--- config.mk ---
export PLATFORM = sky130hd
export DESIGN_NAME = mmrb_top
export DESIGN_NICKNAME = d
export VERILOG_FILES = /design/src/logic/mmrb_pkg.sv /design/src/logic/mmrb_top.sv
export VERILOG_INCLUDE_DIRS = /design/src /design/src/logic
export SDC_FILE = /design/constraint.sdc
export NUM_CORES = 1
export LEC_CHECK = 0
export BUFFER_PORTS_ARGS = -buffer_cell sky130_fd_sc_hd__buf_2
export CAP_MARGIN = 20
export CELL_PAD_IN_SITES_DETAIL_PLACEMENT = 1
export CELL_PAD_IN_SITES_GLOBAL_PLACEMENT = 1
export CORE_UTILIZATION = 40
export CTS_CLUSTER_SIZE = 20
export DETAILED_ROUTE_END_ITERATION = 8
export MAX_ROUTING_LAYER = met4
export PLACE_DENSITY = 0.86
export SKIP_LAST_GASP = 1
export SYNTH_ARGS = -nofsm -noshare
export SYNTH_HDL_FRONTEND = slang
export SYNTH_SLANG_ARGS = --single-unit
--- constraint.sdc ---
create_clock -name i_ref_clk -period 1.77 [get_ports i_ref_clk]
set_input_delay 0.354 -clock i_ref_clk [delete_from_list [all_inputs] [get_ports i_ref_clk]]
set_output_delay 0.354 -clock i_ref_clk [all_outputs]
set_load 0.01 [all_outputs]
--- src/logic/mmrb_regs.svh ---
// Register window offsets, field positions and reset values.
// Assumes the core decodes nothing itself; the block compares the high
// address byte against the user-assigned window base.
`ifndef MMRB_REGS_SVH
`define MMRB_REGS_SVH
`define MMRB_OFF_A_IN 8'h00
`define MMRB_OFF_B_IN 8'h01
`define MMRB_OFF_A_MODE 8'h02
`define MMRB_OFF_B_MODE 8'h03
`define MMRB_OFF_A_OUT 8'h04
`define MMRB_OFF_B_OUT 8'h05
`define MMRB_OFF_A_DIR 8'h06
`define MMRB_OFF_B_DIR 8'h07
`define MMRB_OFF_A_DRV 8'h08
`define MMRB_OFF_B_DRV 8'h09
`define MMRB_OFF_A_ICELL 8'h0a
`define MMRB_OFF_B_ICELL 8'h0b
`define MMRB_OFF_A_OE 8'h0c
`define MMRB_OFF_B_OE 8'h0d
`define MMRB_OFF_C_IN 8'h10
`define MMRB_OFF_D_IN 8'h11
`define MMRB_OFF_C_OUT 8'h12
`define MMRB_OFF_D_OUT 8'h13
`define MMRB_OFF_C_DIR 8'h14
`define MMRB_OFF_D_DIR 8'h15
`define MMRB_OFF_C_DRV 8'h16
`define MMRB_OFF_D_DRV 8'h17
`define MMRB_OFF_C_ICELL 8'h18
`define MMRB_OFF_C_OE 8'h1a
`define MMRB_OFF_D_OE 8'h1b
`define MMRB_OFF_CELL_AB 8'h20
`define MMRB_OFF_CELL_BC 8'h21
`define MMRB_OFF_MASK_AB 8'h22
`define MMRB_OFF_MASK_BC 8'h23
`define MMRB_OFF_PWR0 8'hb0
`define MMRB_OFF_PWR2 8'hb4
`define MMRB_OFF_PRI_LOCK 8'hc0
`define MMRB_OFF_SEC_LOCK 8'hc2
`define MMRB_OFF_PAGE 8'he0
`define MMRB_OFF_PLACE 8'he2
`define MMRB_RST_BYTE 8'h00
`define MMRB_SEC_LOCK_SECURE_BIT 7
`define MMRB_PLACE_SRAM_PROG 0
`define MMRB_PLACE_SEC_PROG 1
`define MMRB_PLACE_PRI_PROG 2
`define MMRB_PLACE_SEC_DATA 3
`define MMRB_PLACE_PRI_DATA 4
`define MMRB_RDY_PORT 2
`define MMRB_RDY_BIT 3
`endif

--- src/logic/mmrb_pkg.sv ---
// Types shared by the memory module register bank.
// Assumes offsets and field positions come from mmrb_regs.svh.
package mmrb_pkg;
  typedef enum logic [1:0] {
    FL_IDLE = 2'b00,
    FL_BUSY = 2'b01,
    FL_SUSP = 2'b11
  } mmrb_fl_state_t;
  typedef enum logic [1:0] {
    BLK_PRIMARY = 2'b00,
    BLK_SECONDARY = 2'b01,
    BLK_LOGIC = 2'b10,
    BLK_CONFIG = 2'b11
  } mmrb_block_t;
  typedef enum logic [1:0] {
    PATH_CORE = 2'b00,
    PATH_SCAN = 2'b01,
    PATH_PROGRAMMER = 2'b10
  } mmrb_path_t;
  typedef struct packed {
    logic start;
    logic erase;
    mmrb_block_t target;
    logic [1:0] sector;
    mmrb_path_t path;
    logic suspend;
    logic resume;
  } mmrb_flash_req_t;
  typedef struct packed {
    logic [3:0] primary;
    logic [1:0] secondary;
    logic sram;
  } mmrb_mem_sel_t;
endpackage

--- src/logic/mmrb_top.sv ---
// Memory module register bank: register window, port pin control,
// output cells, memory selects and flash program/erase sequencer.
// Assumes all inputs are synchronous to i_ref_clk and that the core
// strobes i_rd/i_wr for one cycle per access.
`timescale 1ns/1ns
`include "mmrb_regs.svh"
module mmrb_top #(
  parameter int PROGRAM_CYCLES = 16,
  parameter int ERASE_CYCLES = 64
) (
  input wire logic i_ref_clk,
  input wire logic i_arst_n,
  input wire logic [7:0] i_window_base,
  input wire logic [15:0] i_addr,
  input wire logic i_ale,
  input wire logic i_rd,
  input wire logic i_wr,
  input wire logic [7:0] i_wdata,
  input wire logic [3:0][7:0] i_pin_in,
  input wire logic [2:0][7:0] i_input_cells,
  input wire logic [3:0] i_primary_lock,
  input wire logic [1:0] i_secondary_lock,
  input wire logic i_security,
  input wire logic i_rdy_busy_en,
  input wire logic i_psen,
  input wire mmrb_pkg::mmrb_mem_sel_t i_decode_sel,
  input wire mmrb_pkg::mmrb_flash_req_t i_flash_req,
  output logic [7:0] o_rdata,
  output logic [3:0][7:0] o_pin_out,
  output logic [3:0][7:0] o_pin_oe,
  output logic [3:0][7:0] o_drive_type,
  output logic [15:0] o_output_cells,
  output logic [7:0] o_power_0,
  output logic [7:0] o_power_2,
  output logic [7:0] o_page,
  output mmrb_pkg::mmrb_mem_sel_t o_mem_sel,
  output logic o_busy,
  output logic o_erase_suspended,
  output logic o_refused
);
  localparam logic [15:0] PROG_CNT = 16'(PROGRAM_CYCLES);
  localparam logic [15:0] ERASE_CNT = 16'(ERASE_CYCLES);

  logic in_win;
  logic [7:0] offset;
  logic wr_hit;
  logic [1:0][7:0] mode;
  logic [3:0][7:0] out_val;
  logic [3:0][7:0] dir;
  logic [7:0] mask_ab;
  logic [7:0] mask_bc;
  logic [7:0] place;
  logic [15:0] addr_latch;
  logic [3:0][7:0] next_out;
  logic [3:0][7:0] next_oe;
  logic [7:0] next_rdata;
  mmrb_pkg::mmrb_fl_state_t state;
  mmrb_pkg::mmrb_fl_state_t next_state;
  logic [15:0] cnt;
  logic [15:0] next_cnt;
  logic erasing;
  logic accept;
  logic next_refused;
  logic flash_target;
  logic locked;

  // window compare on the high address byte
  assign in_win = i_addr[15:8] == i_window_base;
  assign offset = i_addr[7:0];
  assign wr_hit = i_wr && in_win;

  // address latched on ALE for address-out pins
  always_ff @(posedge i_ref_clk or negedge i_arst_n)
  begin
    if (!i_arst_n)
      addr_latch <= 16'h0000;
    else if (i_ale)
      addr_latch <= i_addr;
  end

  // Port configuration registers; write decode ignores unassigned offsets
  always_ff @(posedge i_ref_clk or negedge i_arst_n)
  begin
    if (!i_arst_n)
    begin
      mode <= '0;
      out_val <= '0;
      dir <= '0;
      o_drive_type <= '0;
    end
    else if (wr_hit)
    begin
      // only writable offsets take the data
      case (offset)
        `MMRB_OFF_A_MODE: mode[0] <= i_wdata;
        `MMRB_OFF_B_MODE: mode[1] <= i_wdata;
        `MMRB_OFF_A_OUT: out_val[0] <= i_wdata;
        `MMRB_OFF_B_OUT: out_val[1] <= i_wdata;
        `MMRB_OFF_C_OUT: out_val[2] <= i_wdata;
        `MMRB_OFF_D_OUT: out_val[3] <= i_wdata;
        `MMRB_OFF_A_DIR: dir[0] <= i_wdata;
        `MMRB_OFF_B_DIR: dir[1] <= i_wdata;
        `MMRB_OFF_C_DIR: dir[2] <= i_wdata;
        `MMRB_OFF_D_DIR: dir[3] <= i_wdata;
        `MMRB_OFF_A_DRV: o_drive_type[0] <= i_wdata;
        `MMRB_OFF_B_DRV: o_drive_type[1] <= i_wdata;
        `MMRB_OFF_C_DRV: o_drive_type[2] <= i_wdata;
        `MMRB_OFF_D_DRV: o_drive_type[3] <= i_wdata;
        default: ;
      endcase
    end
  end

  always_ff @(posedge i_ref_clk or negedge i_arst_n)
  begin
    if (!i_arst_n)
    begin
      o_power_0 <= `MMRB_RST_BYTE;
      o_power_2 <= `MMRB_RST_BYTE;
      o_page <= `MMRB_RST_BYTE;
      place <= `MMRB_RST_BYTE;
      mask_ab <= `MMRB_RST_BYTE;
      mask_bc <= `MMRB_RST_BYTE;
    end
    else if (wr_hit)
    begin
      case (offset)
        `MMRB_OFF_PWR0: o_power_0 <= i_wdata;
        `MMRB_OFF_PWR2: o_power_2 <= i_wdata;
        `MMRB_OFF_PAGE: o_page <= i_wdata;
        `MMRB_OFF_PLACE: place <= i_wdata;
        `MMRB_OFF_MASK_AB: mask_ab <= i_wdata;
        `MMRB_OFF_MASK_BC: mask_bc <= i_wdata;
        default: ;
      endcase
    end
  end

  // core writes load the output cells, except bits set in the matching mask, which keep their value
  always_ff @(posedge i_ref_clk or negedge i_arst_n)
  begin
    if (!i_arst_n)
      o_output_cells <= 16'h0000;
    else if (wr_hit && offset == `MMRB_OFF_CELL_AB)
      o_output_cells[7:0] <= (o_output_cells[7:0] & mask_ab)
        | (i_wdata & ~mask_ab);
    else if (wr_hit && offset == `MMRB_OFF_CELL_BC)
      o_output_cells[15:8] <= (o_output_cells[15:8] & mask_bc)
        | (i_wdata & ~mask_bc);
  end

  // Pin drivers are computed ahead so that every pad output is a flop
  for (genvar p = 0; p < 4; p++)
  begin : g_port
    for (genvar b = 0; b < 8; b++)
    begin : g_pin
      always_comb
      begin
        next_out[p][b] = out_val[p][b];
        // direction bit high makes the pin an output
        // open-drain drive releases the pin for a high level
        next_oe[p][b] = dir[p][b]
          && !(o_drive_type[p][b] && out_val[p][b]);
        // address-out mode overrides core I/O on ports A and B
        if (p < 2 && mode[p % 2][b])
        begin
          next_out[p][b] = addr_latch[(p % 2) * 8 + b];
          next_oe[p][b] = 1'b1;
        end
        // status pin takes ready/busy when configured
        if (p == `MMRB_RDY_PORT && b == `MMRB_RDY_BIT && i_rdy_busy_en)
        begin
          next_out[p][b] = next_state != mmrb_pkg::FL_BUSY;
          next_oe[p][b] = 1'b1;
        end
      end
    end
  end

  // output value reaches the pins in output mode
  always_ff @(posedge i_ref_clk or negedge i_arst_n)
  begin
    if (!i_arst_n)
    begin
      o_pin_out <= '0;
      o_pin_oe <= '0;
    end
    else
    begin
      o_pin_out <= next_out;
      o_pin_oe <= next_oe;
    end
  end

  // Read mux; unassigned offsets return zero
  always_comb
  begin
    next_rdata = `MMRB_RST_BYTE;
    case (offset)
      `MMRB_OFF_A_IN: next_rdata = i_pin_in[0];
      `MMRB_OFF_B_IN: next_rdata = i_pin_in[1];
      `MMRB_OFF_C_IN: next_rdata = i_pin_in[2];
      `MMRB_OFF_D_IN: next_rdata = i_pin_in[3];
      `MMRB_OFF_A_MODE: next_rdata = mode[0];
      `MMRB_OFF_B_MODE: next_rdata = mode[1];
      `MMRB_OFF_A_OUT: next_rdata = out_val[0];
      `MMRB_OFF_B_OUT: next_rdata = out_val[1];
      `MMRB_OFF_C_OUT: next_rdata = out_val[2];
      `MMRB_OFF_D_OUT: next_rdata = out_val[3];
      `MMRB_OFF_A_DIR: next_rdata = dir[0];
      `MMRB_OFF_B_DIR: next_rdata = dir[1];
      `MMRB_OFF_C_DIR: next_rdata = dir[2];
      `MMRB_OFF_D_DIR: next_rdata = dir[3];
      `MMRB_OFF_A_DRV: next_rdata = o_drive_type[0];
      `MMRB_OFF_B_DRV: next_rdata = o_drive_type[1];
      `MMRB_OFF_C_DRV: next_rdata = o_drive_type[2];
      `MMRB_OFF_D_DRV: next_rdata = o_drive_type[3];
      `MMRB_OFF_A_ICELL: next_rdata = i_input_cells[0];
      `MMRB_OFF_B_ICELL: next_rdata = i_input_cells[1];
      `MMRB_OFF_C_ICELL: next_rdata = i_input_cells[2];
      // enables as they reach the pin drivers
      `MMRB_OFF_A_OE: next_rdata = o_pin_oe[0];
      `MMRB_OFF_B_OE: next_rdata = o_pin_oe[1];
      `MMRB_OFF_C_OE: next_rdata = o_pin_oe[2];
      `MMRB_OFF_D_OE: next_rdata = o_pin_oe[3];
      `MMRB_OFF_CELL_AB: next_rdata = o_output_cells[7:0];
      `MMRB_OFF_CELL_BC: next_rdata = o_output_cells[15:8];
      `MMRB_OFF_MASK_AB: next_rdata = mask_ab;
      `MMRB_OFF_MASK_BC: next_rdata = mask_bc;
      `MMRB_OFF_PWR0: next_rdata = o_power_0;
      `MMRB_OFF_PWR2: next_rdata = o_power_2;
      // lock status straight from the protection bits
      `MMRB_OFF_PRI_LOCK: next_rdata = {4'h0, i_primary_lock};
      `MMRB_OFF_SEC_LOCK:
        next_rdata = {i_security, 5'h00, i_secondary_lock};
      `MMRB_OFF_PAGE: next_rdata = o_page;
      `MMRB_OFF_PLACE: next_rdata = place;
      default: next_rdata = `MMRB_RST_BYTE;
    endcase
  end

  // Read data holds until the next read of the window
  always_ff @(posedge i_ref_clk or negedge i_arst_n)
  begin
    if (!i_arst_n)
      o_rdata <= `MMRB_RST_BYTE;
    else if (i_rd && in_win)
      o_rdata <= next_rdata;
  end

  // selects from the decode array, gated by space placement
  always_ff @(posedge i_ref_clk or negedge i_arst_n)
  begin
    if (!i_arst_n)
      o_mem_sel <= '0;
    else
    begin
      // primary and secondary enabled per space; SRAM always enabled in data space, by its bit in program space
      o_mem_sel.primary <= i_decode_sel.primary & {4{i_psen
        ? place[`MMRB_PLACE_PRI_PROG] : place[`MMRB_PLACE_PRI_DATA]}};
      o_mem_sel.secondary <= i_decode_sel.secondary & {2{i_psen
        ? place[`MMRB_PLACE_SEC_PROG] : place[`MMRB_PLACE_SEC_DATA]}};
      o_mem_sel.sram <= i_decode_sel.sram
        && (!i_psen || place[`MMRB_PLACE_SRAM_PROG]);
    end
  end

  // four primary sectors, two secondary sectors
  assign flash_target = i_flash_req.target == mmrb_pkg::BLK_PRIMARY
    || i_flash_req.target == mmrb_pkg::BLK_SECONDARY;
  // a locked or absent sector refuses the cycle
  assign locked = i_flash_req.target == mmrb_pkg::BLK_PRIMARY
    ? i_primary_lock[i_flash_req.sector]
    : (i_flash_req.sector[1] || i_secondary_lock[i_flash_req.sector[0]]);

  always_comb
  begin
    next_state = state;
    next_cnt = cnt;
    accept = 1'b0;
    next_refused = 1'b0;
    unique case (state)
      mmrb_pkg::FL_IDLE:
      begin
        if (i_flash_req.start)
        begin
          // core path is limited to the flash arrays
          if (flash_target)
            accept = !locked;
          else
            accept = i_flash_req.path != mmrb_pkg::PATH_CORE;
          next_refused = !accept;
          if (accept)
          begin
            next_state = mmrb_pkg::FL_BUSY;
            next_cnt = i_flash_req.erase ? ERASE_CNT : PROG_CNT;
          end
        end
      end
      mmrb_pkg::FL_BUSY:
      begin
        next_refused = i_flash_req.start;
        // suspend only applies to an erase in progress
        if (i_flash_req.suspend && erasing)
          next_state = mmrb_pkg::FL_SUSP;
        else if (cnt <= 16'h0001)
          next_state = mmrb_pkg::FL_IDLE;
        else
          next_cnt = cnt - 16'h0001;
      end
      mmrb_pkg::FL_SUSP:
      begin
        next_refused = i_flash_req.start;
        if (i_flash_req.resume)
          next_state = mmrb_pkg::FL_BUSY;
      end
    endcase
  end

  always_ff @(posedge i_ref_clk or negedge i_arst_n)
  begin
    if (!i_arst_n)
    begin
      state <= mmrb_pkg::FL_IDLE;
      cnt <= 16'h0000;
      erasing <= 1'b0;
      o_busy <= 1'b0;
      o_erase_suspended <= 1'b0;
      o_refused <= 1'b0;
    end
    else
    begin
      state <= next_state;
      cnt <= next_cnt;
      if (accept)
        erasing <= i_flash_req.erase;
      o_busy <= next_state == mmrb_pkg::FL_BUSY;
      o_erase_suspended <= next_state == mmrb_pkg::FL_SUSP;
      o_refused <= next_refused;
    end
  end
endmodule // mmrb_top

==> results of run 1 <==
cell usage in the layout (no fill, tap or decap), types with 7 or more instances in the layout:
| cell type | count |
|---|---|
| nand3_1 | 41 |
| buf_6 | 10 |
| mux2_4 | 18 |
| a31oi_1 | 10 |
| and3_1 | 21 |
| a21boi_0 | 16 |
| clkbuf_16 | 31 |
| xnor2_1 | 12 |
| a21oi_1 | 10 |
| nand2_1 | 46 |
| nor2b_1 | 12 |
| nand3_4 | 7 |
| nor3_2 | 11 |
| a21o_1 | 19 |
| nand2_2 | 9 |
| nor3_1 | 18 |
| o21ai_0 | 10 |
| buf_2 | 269 |
| a22oi_1 | 36 |
| mux2i_1 | 10 |
| buf_4 | 199 |
| nor2_1 | 24 |
| nand4_1 | 21 |
| clkbuf_8 | 8 |
| dfrtp_1 | 293 |
| a32oi_1 | 29 |
| mux2_2 | 206 |
| a22o_1 | 13 |
| and2_1 | 7 |
| buf_12 | 20 |
power groups by stage:
stage	clock network [mW]	logic [mW]	registers, mW
final	7.24	3.66	7.17
after global placement	0	2.45	7.23
after floorplan	0	1.04	7.27
after detailed placement	0	2.55	7.25
after global routing	7.54	3.79	7.19
after CTS	7.26	3.11	7.14
stage by stage:
stage / cells / instance area (um2)
after floorplan: 1135 / 14400
after global placement: 1989 / 17600
after detailed placement: 1989 / 17600
after CTS: 2054 / 19000
after global routing: 2065 / 19200
final: 2066 / 19200
sequential cells by signal, summed over array words and instances, names as in the netlist, 2 cells and up, named ones only:
name	count
o_mem_sel	7
cnt	16
dir	32
state	2
mask_bc	8
mask_ab	8
next_out	15
place	8
o_rdata	8
o_page	8
o_drive_type	32
out_val	17
o_pin_out	32
mode	16
o_pin_oe	32
o_power_2	8
o_power_0	8
addr_latch	16
cell type report:
class | count | area [um2] | area share (%)
clock buffer | 41 | 893 | 4.65
tap | 448 | 561 | 2.92
multi-input combinational | 755 | 6730 | 35.0
clock inverter | 14 | 226 | 1.18
inverter | 7 | 26.3 | 0.137
sequential | 293 | 7330 | 38.2
antenna | 3 | 7.51 | 0.0391
timing repair buffer | 505 | 3430 | 17.9
final timing paths:
path,slack [ns],end,start
min in group asynchronous,0.30,o_pin_out[4],i_arst_n
hold reg to reg,0.43,o_pin_out[30],next_out[30]
max in group asynchronous,0.75,o_pin_out[19],i_arst_n
setup reg to reg,-0.38,cnt[6],cnt[3]
setup / recovery,-0.38,cnt[6],cnt[3]
hold / removal,0.01,o_mem_sel[4],i_decode_sel[4]
what timing repair did:
item,in CTS,in global routing
resized for setup,42,36
pin swaps,21,23
endpoints found under the setup margin,48,73
hold buffers,3,1
setup buffers,8,9
hold endpoints to repair,38,1
per-layer routing:
layer | GRT usage, % | vias up | routed length, um
met2 | 57.4 | 757 | 30300
met4 | 17.8 | 0 | 3490
met3 | 5.31 | 213 | 4580
li1 | - | 5213 | -
met1 | 45.7 | 6630 | 25300
met5 | - | - | 0
cells by family (layout without fill, tap and decap cells):
logic type | Yosys count | after routing | share of synthesized area (%)
buffers and inverters | 87 | 567 | 2.53
flip-flops | 293 | 293 | 53.4
AND/OR/NAND/NOR | 298 | 298 | 12.3
multiplexers | 236 | 236 | 19.3
AO/OA/AOI/OAI | 201 | 201 | 11.1
XOR/XNOR | 18 | 18 | 1.15
other | 0 | 3 | 0
adder cells (fa/ha/maj) | 2 | 2 | 0.182
==> run_results.csv, run 1 <==
group,metric,value,unit
layout,drive_gt1_share,54.4,%
floorplanning,core-area,33700,um2
synth,synthTopCellsByArea,"dfrtp_1 (53%), mux2_2 (18%), a22oi_1 (2.2%), nand3_1 (1.9%), a32oi_1 (1.8%)",
worst_setup_path,path_class,"register to register",
detailed_routing,vias,12800,
synth,yosys.area.top_type_share,53.4,%
sta,slew_headroom,61.4,%
sta,setup_ws,-0.376,ns
pwr,p_int,13.0,mW
pwr,peakVddDrop,0.725,mV
cts,tritoncts,"yes",
global_routing,antenna_found_initial,2,
detailed_routing,avgViaCountPerCell,6.20,
global_routing,grt_overflow,0,
floorplanning,die_h,187,um
synth,yosysSeqAreaShare,53.4,%
floorplanning,die_w,187,um
synth,synthTopCellsByCount,"dfrtp_1 (293), mux2_2 (224), clkbuf_1 (59), nand2_1 (56), nand3_1 (51)",
floorplanning,start_util,40.8,%
synth,synth_most_common_cell,"dfrtp_1",
sta,worst-slew-pin-transition,0.571,ns
global_routing,grt_pass1_vias,13900,
cts,path_clk_slew,0.07,ns
layout,synthToLayoutAreaGrowth,39.8,%
worst_setup_path,crit_chain,"nor4_2 -> buf_4 -> nor3b_4 -> a21oi_2 -> buf_6 -> buf_6 -> buf_6 -> buf_4 -> a211oi_2 -> a21oi_1",
floorplanning,rows,67,
floorplanning,dieArea,35100,um2
cts,cts-root-buf,"clkbuf_16",
pwr,p_clk_share,40.1,%
pwr,share_comb_of_total_power,20.2,%
detailed_routing,wl_per_cell,30.8,um
synth,synthesis.nets,1256,
sta,fin_skew,0.00953,ns
synth,async_flop_share,100,%
min_path,hp-class,"input port to register",
worst_setup_path,crit_fanout,3,
sta,maxSlewViolCount,0,
synth,ys_types,65,
run,cap_violations,0,
detailed_routing,dr.pass1.iters,5,
pwr,switching_share,27.9,%
pwr,power,18.1,mW
synth,synth-edff-count,0,
global_routing,grtUsageTotal,36.3,%
pwr,p_sw,5.04,mW
worst_setup_path,critPathLaunchType,"register",
cts,htree_levels,1,
cts,clock_path_buffers,3,
synth,ys_warn_count,0,
worst_setup_path,critical_path_depth,10,
place,dp.final_hpwl,45800,um
sta,hold_ws,0.00972,ns
layout,n_fill_cell,3535,
sta,fmax,466,MHz
sta,period_minus_slack,2.15,ns
worst_setup_path,path_delay_family,"buffers and inverters",
cts,clkSinkCount,293,
sta,min_period_over_period,121,%
detailed_routing,drt_iter0_markers,1038,
cts,clk-insertion-delay-late,0.58,ns
synth,synth_area_per_cell,12.1,um2
min_path,whs_path_depth,2,
synth,syn_area,13700,um2
outcome,violations,"setup timing",
sta,setup_tns,-4.05,ns
pwr,seqPwrFrac,39.7,%
floorplanning,ioPinCount,273,
worst_setup_path,crit_slowest_cell,"dfrtp_1",
cts,cts_buffers,31,
worst_setup_path,worst_setup_path_end_kind,"register",
global_routing,grt_max_degree,50,
sta,rsz0062_at_grt,"true",
synth,synth_flop_cell,"dfrtp_1",
detailed_routing,ant_nets,0,
synth,synth_top_cell_by_area,"dfrtp_1",
worst_setup_path,cp_common_cell,"buf_6",
sta,finalHoldViolations,0,
outcome,status,"complete, but fails checks",
worst_setup_path,cp.arrival,2.61,ns
pwr,p_per_area,941,nW/um2
place,routabilityCongestion,0.955,
place,pre_cts_ws,-0.740,ns
layout,finalNetCount,1714,
worst_setup_path,cpPeakStageDelay,0.40,ns
pwr,p_leak,9.77,nW
worst_setup_path,ff2ff_path_depth,10,
place,port_buffers,272,
synth,synth_cells,1135,
worst_setup_path,worstPathRequired,2.23,ns
worst_setup_path,cp_num_buf_inv,5,
global_routing,grt_first_pass_wirelength,91700,um
synth,ys_seq_elements,293,
layout,final_util,57.0,%
detailed_routing,wl,63700,um
detailed_routing,drc_errors,0,
sta,setup_viol,18,
No activity file was read; power rests on OpenSTA's default activity.
==> inputs of run 2 (changes only) <==
--- a/config.mk
+++ b/config.mk
@@ -6,11 +6,12 @@
 export SDC_FILE = /design/constraint.sdc
 export NUM_CORES = 1
 export LEC_CHECK = 0
+export ABC_AREA = 1
 export BUFFER_PORTS_ARGS = -buffer_cell sky130_fd_sc_hd__buf_2
 export CAP_MARGIN = 20
 export CELL_PAD_IN_SITES_DETAIL_PLACEMENT = 1
 export CELL_PAD_IN_SITES_GLOBAL_PLACEMENT = 1
-export CORE_UTILIZATION = 40
+export CORE_UTILIZATION = 37
 export CTS_CLUSTER_SIZE = 20
 export DETAILED_ROUTE_END_ITERATION = 8
 export MAX_ROUTING_LAYER = met4
==> run 2 against run 1 <==
Effect of this change:
- highest routed layer unchanged
- total power grew 0.84%
- critical path depth grew 1
- global-route usage decreased by 1.1 points
- the flow now finishes without violations
==> run_results.csv, run 2 <==
group,metric,value,unit
worst_setup_path,cp_num_buf_inv,5,
floorplanning,start_util,37.8,%
global_routing,grt_first_pass_wirelength,104000,um
synth,ys_types,32,
worst_setup_path,path_delay_family,"buffers and inverters",
detailed_routing,vias,16000,
sta,maxSlewViolCount,0,
layout,final_util,49.8,%
synth,synth_top_cell_by_area,"dfrtp_1",
place,routabilityCongestion,1.02,
worst_setup_path,ff2ff_path_depth,8,
detailed_routing,wl_met1,28400,um
synth,synthesis.nets,2027,
pwr,p_int,12.7,mW
worst_setup_path,critPathLaunchType,"input port",
pwr,share_comb_of_total_power,19.0,%
worst_setup_path,worst_setup_path_end_kind,"register",
layout,n_fill_cell,4879,
synth,synth_area_per_cell,7.71,um2
layout,drive_gt1_share,24.8,%
cts,clkSinkCount,293,
place,port_buffers,272,
floorplanning,core-area,38900,um2
pwr,p_leak,10.8,nW
synth,synth_flop_cell,"dfrtp_1",
detailed_routing,wl_met3,5760,um
pwr,seqPwrFrac,39.5,%
sta,hold_ws,0.0124,ns
detailed_routing,avgViaCountPerCell,5.55,
cts,tritoncts,"yes",
run,cap_violations,0,
worst_setup_path,cp.arrival,2.17,ns
sta,rsz0062_at_grt,"true",
synth,async_flop_share,100,%
sta,slew_headroom,51.0,%
pwr,p_sw,5.50,mW
worst_setup_path,crit_chain,"buf_2 -> nor2_1 -> buf_4 -> nand2_1 -> inv_4 -> nand2_1 -> buf_4 -> buf_4 -> nor2_8 -> nand2_1 -> o21ai_0",
pwr,p_clk_share,41.5,%
sta,setup_viol,0,
worst_setup_path,path_class,"input port to register",
layout,multiInputGateArea,6370,um2
layout,layout_common_cells,"nand2_1 (600), dfrtp_1 (293), buf_2 (271)",
worst_setup_path,critical_path_depth,11,
global_routing,grt_overflow,0,
cts,cts_buffers,35,
sta,setup_tns,0,ns
layout,final_cell_area,19400,um2
synth,synth-edff-count,0,
cts,path_clk_slew,0.06,ns
sta,min_period_over_period,96.4,%
detailed_routing,drc_errors,0,
floorplanning,rows,72,
pwr,power,18.2,mW
synth,yosysSeqAreaShare,49.9,%
sta,period_minus_slack,1.71,ns
place,dpl_cell_area,18000,um2
sta,worst-slew-pin-transition,0.733,ns
cts,clk-insertion-delay-late,0.57,ns
outcome,status,"finished, final reports clean",
detailed_routing,wl_per_cell,24.2,um
layout,finalNetCount,2453,
sta,finalHoldViolations,0,
detailed_routing,drt_iter0_markers,1551,
global_routing,grt_pass1_vias,16600,
sta,fin_skew,0.0183,ns
worst_setup_path,crit_slowest_cell,"inv_4",
global_routing,grtUsageTotal,35.3,%
synth,synthTopCellsByArea,"dfrtp_1 (50%), nand2_1 (15%), nand3_1 (7.3%), o21ai_0 (5.5%), nor2_1 (4.8%)",
synth,synth_cells,1906,
synth,yosys.area.top_type_share,49.9,%
floorplanning,die_w,201,um
min_path,whs_path_depth,3,
synth,ys_warn_count,0,
pwr,switching_share,30.2,%
layout,synthToLayoutAreaGrowth,31.9,%
synth,synth_most_common_cell,"nand2_1",
synth,synthTopCellsByCount,"nand2_1 (605), dfrtp_1 (293), nand3_1 (214), nor2_1 (189), inv_1 (171)",
layout,diodes,0,
pwr,p_per_area,940,nW/um2
worst_setup_path,crit_fanout,18,
floorplanning,dieArea,40500,um2
global_routing,grt_max_degree,52,
cts,cts-root-buf,"clkbuf_16",
floorplanning,die_h,201,um
pwr,peakVddDrop,0.635,mV
detailed_routing,dr_wl_met2,32000,um
layout,final_common_cell,"nand2_1",
layout,regArea,7330,um2
synth,syn_area,14700,um2
worst_setup_path,worstPathRequired,2.23,ns
place,dp.final_hpwl,52700,um
sta,fmax,586,MHz
cts,clock_path_buffers,3,
worst_setup_path,cpPeakStageDelay,0.26,ns
detailed_routing,ant_nets,0,
floorplanning,ioPinCount,273,
detailed_routing,routed.top_layer,"met4",
synth,ys_seq_elements,293,
min_path,hp-class,"input port to register",
global_routing,antenna_found_initial,0,
detailed_routing,wl,69500,um
cts,htree_levels,2,
detailed_routing,dr.pass1.iters,6,
-- run 2: changes by cell type in the layout (fill, tap and decap cells not counted), sizes merged, moves of 23 or more --
| cell | previous run | this run |
|---|---|---|
| nand2 | 57 | 608 |
| mux2 | 224 | 1 |
| o21ai | 15 | 221 |
| nor2 | 33 | 210 |
| inv | 7 | 183 |
| nand3 | 51 | 214 |
| a22oi | 40 | 1 |
| buf | 500 | 465 |
| a32oi | 29 | 0 |
| nor3 | 33 | 6 |
| and3 | 23 | 0 |
-- run 2: cells by family after synthesis --
kind of cell    after synthesis  synth area share [%]
buf+inv                     256                  7.64
fa+ha+maj                     2                 0.170
simple gates               1078                  32.3
flops                       293                  49.9
compound gates              257                  8.81
xor+xnor                     19                  1.13
mux                           1                0.0766
-- run 2: what timing repair did --
| item | 4_1_cts | 5_1_grt |
|---|---|---|
| pin swaps | 3 | 6 |
| hold buffers | 2 | 0 |
| gates resized for setup | 11 | 25 |
| gates cloned | 1 | 0 |
| endpoints found under the setup margin | 17 | 28 |
| buffers inserted | 5 | 2 |
| endpoints found under the hold margin | 35 | 0 |
-- run 2: power by group through the flow --
stage / Combinational [mW] / Sequential (mW) / Clock [mW]
finish: 3.46 / 7.20 / 7.57
global route: 3.76 / 7.23 / 7.85
CTS: 3.11 / 7.19 / 7.62
detailed placement: 2.77 / 7.31 / 0
global placement: 2.66 / 7.29 / 0
floorplan: 1.40 / 7.31 / 0
-- run 2: cell type report --
| class | instances | area share [%] |
|---|---|---|
| Clock buffer | 44 | 5.00 |
| Clock inverter | 20 | 1.08 |
| Inverter | 178 | 3.46 |
| Multi-Input combinational cell | 1357 | 32.9 |
| Sequential cell | 293 | 37.8 |
| Tap cell | 518 | 3.34 |
| Timing Repair Buffer | 467 | 16.4 |
-- run 2: tightest hold or removal path: stages --
cell and delay (ns):
buf_2 0.09, inv_1 0.05, nor2_1 0.04
-- run 2: final timing paths --
kind / slack [ns] / end / startpoint
worst max-delay path: 0.06 / o_drive_type[11] / i_addr[7]
worst min-delay path: 0.01 / o_mem_sel[2] / i_decode_sel[2]
worst max register to register: 0.07 / cnt[1] / cnt[6]
worst min register to register: 0.46 / o_pin_out[29] / next_out[29]
max in group asynchronous: 0.70 / cnt[9] / i_arst_n
min in group asynchronous: 0.33 / addr_latch[1] / i_arst_n
-- run 2: per-stage QoR --
step | worst slack [ns] | std cells
finish | 0.0644 | 2877
global placement | -0.389 | 2805
global route | -0.0757 | 2877
detailed placement | -0.467 | 2805
CTS | 0.0132 | 2877
floorplan | 0.0363 | 1906
-- run 2: routing by layer --
layer	vias to the layer above	track usage, %
met4	0	16.5
li1	6964	-
met1	7940	45.7
met2	855	54.0
met3	206	5.75
met5	-	-
